`config.mk`:
```
export PLATFORM = sky130hd
export DESIGN_NAME = pulse_width_generator
export DESIGN_NICKNAME = d
export VERILOG_FILES = /design/src/pwm_pkg.sv /design/src/pwm_channel.sv /design/src/pulse_width_generator.sv
export VERILOG_INCLUDE_DIRS = /design/src
export SDC_FILE = /design/constraint.sdc
export NUM_CORES = 1
export LEC_CHECK = 0
export ABC_AREA = 1
export BUFFER_PORTS_ARGS = -buffer_cell sky130_fd_sc_hd__buf_4
export CAP_MARGIN = 20
export CORE_MARGIN = 4
export CORE_UTILIZATION = 60
export CTS_BUF_LIST = sky130_fd_sc_hd__clkbuf_8
export DETAILED_ROUTE_END_ITERATION = 6
export GPL_TIMING_DRIVEN = 0
export PLACE_DENSITY = 0.8
export SYNTH_ARGS = -nofsm -noshare
export SYNTH_HDL_FRONTEND = slang
export SYNTH_HIERARCHICAL = 1
export SYNTH_SLANG_ARGS = --single-unit
```
`constraint.sdc`:
```
create_clock -name sys_clk -period 6.8 [get_ports sys_clk]
set_input_delay 0.68 -clock sys_clk [delete_from_list [all_inputs] [get_ports sys_clk]]
set_output_delay 0.68 -clock sys_clk [all_outputs]
set_load 0.02 [all_outputs]
```
`src/pwm_cfg.svh`:
```
`ifndef PWM_CFG_SVH
`define PWM_CFG_SVH

// ----------------------------------------
// Clock rates
// ----------------------------------------
`define SYS_CLK_MHZ 250
`define OSC_CLK_MHZ 25
`define TICK_DIV (`SYS_CLK_MHZ / `OSC_CLK_MHZ)

// ----------------------------------------
// Register map, byte addresses
// ----------------------------------------
`define CTRL_BASE_OFS 12'h000
`define STATUS_OFS 12'h010

// ----------------------------------------
// Control word fields
// ----------------------------------------
`define THR_LSB 0
`define THR_MSB 7
`define INC_LSB 8
`define INC_MSB 23
`define UPD_BIT 30
`define EN_BIT 31
`define CTRL_RST 32'h0000_0000

`endif

```
`src/pwm_pkg.sv`:
```
package pwm_pkg;

  typedef logic [15:0] incr_t;
  typedef logic [7:0] thresh_t;
  typedef logic [11:0] addr_t;
  typedef logic [31:0] word_t;

  typedef enum logic [1:0] {
    ST_IDLE = 2'b01,
    ST_ANSWER = 2'b10
  } apb_state_t;

endpackage : pwm_pkg

```
`src/pwm_channel.sv`:
```
`timescale 1ns/1ns
`include "pwm_cfg.svh"

module pwm_channel (
  // Clock and reset
  input wire logic sys_clk,
  input wire logic rst,
  // Control
  input wire logic tick,
  input wire logic enable,
  input wire logic updReq,
  input wire pwm_pkg::incr_t incIn,
  input wire pwm_pkg::thresh_t thrIn,
  // Results
  output logic applyNow,
  output logic modOut
);
  import pwm_pkg::*;

  // ----------------------------------------
  // Accumulator
  // ----------------------------------------
  logic [15:0] cnt_q;
  incr_t inc_q;
  thresh_t thr_q;
  logic [16:0] sum;
  logic wrap;
  logic idleLoad;
  logic [15:0] cntNext;
  logic outNext;

  assign sum = {1'b0, cnt_q} + {1'b0, inc_q};
  assign wrap = enable & tick & sum[16];
  // No period runs, so the counter already sits at a boundary
  assign idleLoad = !enable || (inc_q == '0);
  assign applyNow = updReq & (wrap | idleLoad);
  assign cntNext = !enable ? 16'h0000 : (tick ? sum[15:0] : cnt_q);
  // Top byte only: finer increments cannot gain duty resolution
  assign outNext = enable && (inc_q != '0) && !wrap
    && (cntNext[15:8] >= thr_q);

  always_ff @(posedge sys_clk)
  begin
    if (rst)
    begin
      cnt_q <= 16'h0000;
      inc_q <= '0;
      thr_q <= '0;
      modOut <= 1'b0;
    end
    else
    begin
      cnt_q <= cntNext;
      modOut <= outNext;
      if (applyNow)
      begin
        inc_q <= incIn;
        thr_q <= thrIn;
      end
    end
  end
endmodule : pwm_channel

```
`src/pulse_width_generator.sv`:
```
// The address map and the APB slave port were chosen for this implementation.
`timescale 1ns/1ns
`include "pwm_cfg.svh"

module pulse_width_generator #(
  parameter int N_CH = 2,
  parameter int TICK_DIV = `TICK_DIV
) (
  // Clock and reset
  input wire logic sys_clk,
  input wire logic rst,
  // APB slave
  input wire logic psel,
  input wire logic penable,
  input wire logic pwrite,
  input wire pwm_pkg::addr_t paddr,
  input wire pwm_pkg::word_t pwdata,
  input wire logic [3:0] pstrb,
  output pwm_pkg::word_t prdata,
  output logic pready,
  output logic pslverr,
  // Modulated outputs
  output logic [N_CH-1:0] modulated_output
);
  import pwm_pkg::*;

  // ----------------------------------------
  // Helpers
  // ----------------------------------------
  function automatic word_t mergeBytes(input word_t oldW, input word_t newW,
    input logic [3:0] strb);
    word_t res;
    res = oldW;
    for (int b = 0; b < 4; b++)
    begin
      if (strb[b])
      begin
        res[8*b +: 8] = newW[8*b +: 8];
      end
    end
    return res;
  endfunction : mergeBytes

  function automatic logic ctrlHit(input addr_t a, input int idx);
    return a == (`CTRL_BASE_OFS + addr_t'(4 * idx));
  endfunction : ctrlHit

  // ----------------------------------------
  // Oscillator rate tick
  // ----------------------------------------
  logic [7:0] tickCnt_q;
  // Cycles since the last tick, kept only for the rate check
  logic [7:0] gapCnt_q;
  logic tick_q;
  logic tickWrap;

  assign tickWrap = tickCnt_q == 8'(TICK_DIV - 1);

  always_ff @(posedge sys_clk)
  begin
    if (rst)
    begin
      tickCnt_q <= 8'h00;
      gapCnt_q <= 8'h00;
      tick_q <= 1'b0;
    end
    else
    begin
      tickCnt_q <= tickWrap ? 8'h00 : tickCnt_q + 8'h01;
      gapCnt_q <= tick_q ? 8'h01 : gapCnt_q + 8'h01;
      tick_q <= tickWrap;
    end
  end

  // ----------------------------------------
  // APB handshake
  // ----------------------------------------
  apb_state_t state_q;
  apb_state_t state_d;
  logic accessSeen;
  logic wrEn;
  logic ctrlSel;
  logic statSel;
  logic [N_CH-1:0] hitVec;
  word_t readData;

  assign accessSeen = psel & penable;
  // Writes land at the edge where pready is sampled high
  assign wrEn = (state_q == ST_ANSWER) & accessSeen & pwrite;
  assign statSel = paddr == `STATUS_OFS;
  assign ctrlSel = |hitVec;

  always_comb
  begin
    case (state_q)
      ST_IDLE: state_d = accessSeen ? ST_ANSWER : ST_IDLE;
      ST_ANSWER: state_d = ST_IDLE;
      default: state_d = ST_IDLE;
    endcase
  end

  always_ff @(posedge sys_clk)
  begin
    if (rst)
    begin
      state_q <= ST_IDLE;
      pready <= 1'b0;
      pslverr <= 1'b0;
      prdata <= 32'h0000_0000;
    end
    else
    begin
      state_q <= state_d;
      pready <= (state_q == ST_IDLE) & accessSeen;
      pslverr <= (state_q == ST_IDLE) & accessSeen & !(ctrlSel | statSel);
      prdata <= (state_q == ST_IDLE) & accessSeen & !pwrite ? readData
        : 32'h0000_0000;
    end
  end

  // ----------------------------------------
  // Channel control registers
  // ----------------------------------------
  incr_t inc_q [N_CH];
  thresh_t thr_q [N_CH];
  logic [N_CH-1:0] en_q;
  logic [N_CH-1:0] upd_q;
  logic [N_CH-1:0] apply;
  logic [N_CH-1:0] outBits;
  word_t ctrlWord [N_CH];

  for (genvar i = 0; i < N_CH; i++)
  begin : g_ch
    word_t newWord;
    logic upd_d;

    assign hitVec[i] = ctrlHit(paddr, i);
    assign ctrlWord[i] = {en_q[i], upd_q[i], 6'h00, inc_q[i], thr_q[i]};
    assign newWord = mergeBytes(ctrlWord[i], pwdata, pstrb);
    // A request written while one is applied stays pending
    assign upd_d = (wrEn & hitVec[i]) ? newWord[`UPD_BIT]
      : (apply[i] ? 1'b0 : upd_q[i]);

    always_ff @(posedge sys_clk)
    begin
      if (rst)
      begin
        inc_q[i] <= 16'(`CTRL_RST >> `INC_LSB);
        thr_q[i] <= 8'(`CTRL_RST >> `THR_LSB);
        en_q[i] <= 1'(`CTRL_RST >> `EN_BIT);
        upd_q[i] <= 1'(`CTRL_RST >> `UPD_BIT);
      end
      else
      begin
        upd_q[i] <= upd_d;
        if (wrEn & hitVec[i])
        begin
          inc_q[i] <= newWord[`INC_MSB:`INC_LSB];
          thr_q[i] <= newWord[`THR_MSB:`THR_LSB];
          en_q[i] <= newWord[`EN_BIT];
        end
      end
    end

    // Each instance owns its accumulator and pin
    pwm_channel u_chan (
      .sys_clk(sys_clk),
      .rst(rst),
      .tick(tick_q),
      .enable(en_q[i]),
      .updReq(upd_q[i]),
      .incIn(inc_q[i]),
      .thrIn(thr_q[i]),
      .applyNow(apply[i]),
      .modOut(outBits[i])
    );

  end

  assign modulated_output = outBits;

  // ----------------------------------------
  // Read data
  // ----------------------------------------
  always_comb
  begin
    readData = 32'h0000_0000;
    if (statSel)
    begin
      readData = {16'h0000, 8'(upd_q), 8'(outBits)};
    end
    for (int k = 0; k < N_CH; k++)
    begin
      if (hitVec[k])
      begin
        readData = ctrlWord[k];
      end
    end
  end
endmodule : pulse_width_generator

```
==> out/results.ini <==
[run_status]
outcome=completed

[grt]
grt_pass1_vias=8005
antenna_found_initial=0
grt_max_degree=19
grtUsageTotal_pct=26.8
grt_pass1_wl_um=38200
gr-total-overflow=0

[pwr]
ir_worst_vdd_uv=224
power_density_nw_per_um2=170
leakage_nw=5.23

[min_path]
hold_end=ctrlWord[63]
min-delay-start=rst
whs_path_depth=2
min_path_type=input pin to flip-flop

[timing]
timing.fmax_ghz=0.333
hold_viol=0
skew_ns=0.0163
report.final.slew_viol_count=0
setup-tns-final_ns=0
finalCritPeriodShare_pct=44.1
finalSetupViolCount=0
layout_setup_ws_ns=3.80
relSlewSlack_pct=54.0
rsz0062_at_grt=no
period_minus_slack_ns=3.00
max_slew.worst_pin.slew_ns=0.683

[clocking]
cts_buffers=17
clkLatencyLatePin_ns=0.47
cts_setup_buffers=0
cts-root-buf=clkbuf_8
clk_pin_slew_ns=0.10
ctsResizeCount=0
clockBufferDepth=2
h-tree-depth=4
cts_hold_buf=0
cts.sinks=173
cts_tree=done

[final_layout]
fin_nets=1518
nFillCells=1307
instances_no_fill=1637
seqCellArea_um2=3940
area_delta_synth_final_pct=13.1
layout_commonest_cell=nand2_1
diodes=0
multi_input_area_um2=4480
final_cell_mix=269 x nand2_1, 221 x nor2_1, 203 x inv_1
final_area_um2=10800
drive_gt1_share_pct=13.7

[floorplan]
start_util_pct=62.1
num_rows=45
die_area_um2=18000
die_y_um=134
ioPinCount=89
die_w_um=134
core_area_um2=15400

[logic_synthesis]
syn_inst=1307
synthFlopType=dfxtp_1
ys_warn_count=6
synth_edf_count=48
yosys.cell_types.count=46
ys_async_sr_fraction_pct=0
seq_area_frac_synth_pct=41.3
netlist_area_um2=9550
syn_area_per_cell_um2=7.31
synth_seq_cells=173

[setup_path]
critPathLaunch=g_ch[1].u_chan/inc_q[0]
critical_path_required_ns=7.17
end_kind=flip-flop
crit_path_max_fanout=3
crit_path_start_kind=flip-flop
cp.arrival_ns=3.36
reg2reg_slack_ns=3.80
r2r_cells=18
rr_endpoint=g_ch[1].u_chan/modOut
regToRegStartpoint=g_ch[1].u_chan/inc_q[0]
critPathKind=flip-flop to flip-flop

[route]
wl_per_cell_um=14.7
wl_um=24000
first_pass_iters=7
ant_nets=0
drtIter0Drc=676
vias_per_cell=5.23
vias=8559
drc=0

[placement]
post-place-cells=1602
pre_cts_slack_ns=3.84
postPlaceCellArea_um2=10400
gp_congestion=0.912
portBuffers=76
dp_hpwl_um=18600

[flow_run]
drv_cap=0

==> worst max-delay path, stage by stage, from the launching register on <==
cell and delay, ns:
dfxtp_1 0.35, ha_1 0.24, fa_1 0.46, nand2_1 0.09, nand2_1 0.07, nand2_1 0.10
o21bai_1 0.16, nand2_1 0.12, nand2_1 0.06, nand2_1 0.06, nand3_1 0.09, nand2_1 0.12
inv_1 0.06, ha_1 0.27, nand2_1 0.06, nor2_1 0.15, nand4_1 0.09, o2111a_1 0.14
nor3_1 0.23
==> power by group <==
| part | leakage, nW | internal (mW) | switching [mW] | total (mW) |
|---|---|---|---|---|
| Sequential | 1.51 | 1.07 | 0.00874 | 1.08 |
| Combinational | 3.53 | 0.0325 | 0.0478 | 0.0804 |
| Clock | 0.190 | 0.268 | 0.413 | 0.681 |
| Total | 5.23 | 1.37 | 0.470 | 1.84 |
==> worst max-delay path by stage <==
stage	slack [ns]	cells after the start	endpoint
after CTS	3.81	18	g_ch[1].u_chan/modOut
after detailed placement	3.84	18	g_ch[1].u_chan/modOut
after global routing	3.56	19	g_ch[1].u_chan/modOut
after floorplan	4.31	20	g_ch[1].u_chan/modOut
final	3.80	18	g_ch[1].u_chan/modOut
after global placement	3.85	18	g_ch[1].u_chan/modOut
==> metal layers <==
| layer | track usage, % | share of wire, % | up-vias |
|---|---|---|---|
| met5 | 0 | 0 | - |
| met4 | 8.88 | 2.4 | 0 |
| met3 | 6.60 | 7.3 | 40 |
| met2 | 44.5 | 47 | 293 |
| met1 | 34.5 | 43 | 3897 |
| li1 | - | - | 4329 |
==> final cells by class <==
class	instances	share of cell area (%)
buffer	50	3.22
clock buffer	17	2.17
clock inverter	15	1.23
inverter	211	7.39
multi-input combinational	878	41.5
sequential	173	36.5
tap	211	2.44
timing repair buffer	82	5.60
==> per-stage QoR <==
stage	util, %	hold slack, ns	power, mW
final	70.3	0.466	1.84
after global routing	70.3	0.425	1.90
after CTS	70.2	0.437	1.85
after detailed placement	67.8	0.463	1.18
after global placement	67.7	0.452	1.18
after floorplan	-	0.444	1.14
==> kinds of logic (layout without fill, tap and decap cells) <==
| kind of cell | Yosys count | count (layout) | share of synthesized area (%) |
|---|---|---|---|
| xor gates and xnor gates | 15 | 15 | 1.38 |
| and+or+nand+nor | 650 | 650 | 28.9 |
| AOI/OAI and AO/OA | 155 | 155 | 9.39 |
| adders and majority gates | 52 | 52 | 6.97 |
| other | 1 | 6 | 0.0393 |
| buffers and inverters | 261 | 375 | 12.0 |
| DFF | 173 | 173 | 41.3 |
==> cells in the mapped netlist (4+ instances only) <==
cell,n,share of area (%)
edfxtp_1,48,15
ha_1,50,6.6
dfxtp_1,125,26
o21bai_1,4,0.31
inv_2,6,0.24
xnor2_1,4,0.37
buf_2,8,0.42
a21oi_1,87,4.6
nor2_4,4,0.47
buf_4,11,0.86
buf_1,10,0.39
nand2_4,4,0.47
a21oi_2,21,1.9
o21ai_0,31,1.6
clkbuf_1,9,0.35
xor2_1,11,1.0
nand2_1,269,11
inv_1,202,7.9
nor3_1,11,0.58
nand3_1,112,5.9
nand4_1,9,0.59
buf_6,7,0.83
nor2_1,221,8.7
nand2_2,6,0.39
==> registers in the layout, indices dropped and copies added, names as in the netlist <==
register,count
g_ch.u_chan/inc_q,32
ctrlWord,4
tick_q,1
pready,1
g_ch.u_chan/thr_q,16
g_ch.u_chan/cnt_q,32
tickCnt_q,8
prdata,26
state_q,2
inc_q,32
pslverr,1
thr_q,16
g_ch.u_chan/modOut,2
(Power assumes the default switching activity.)
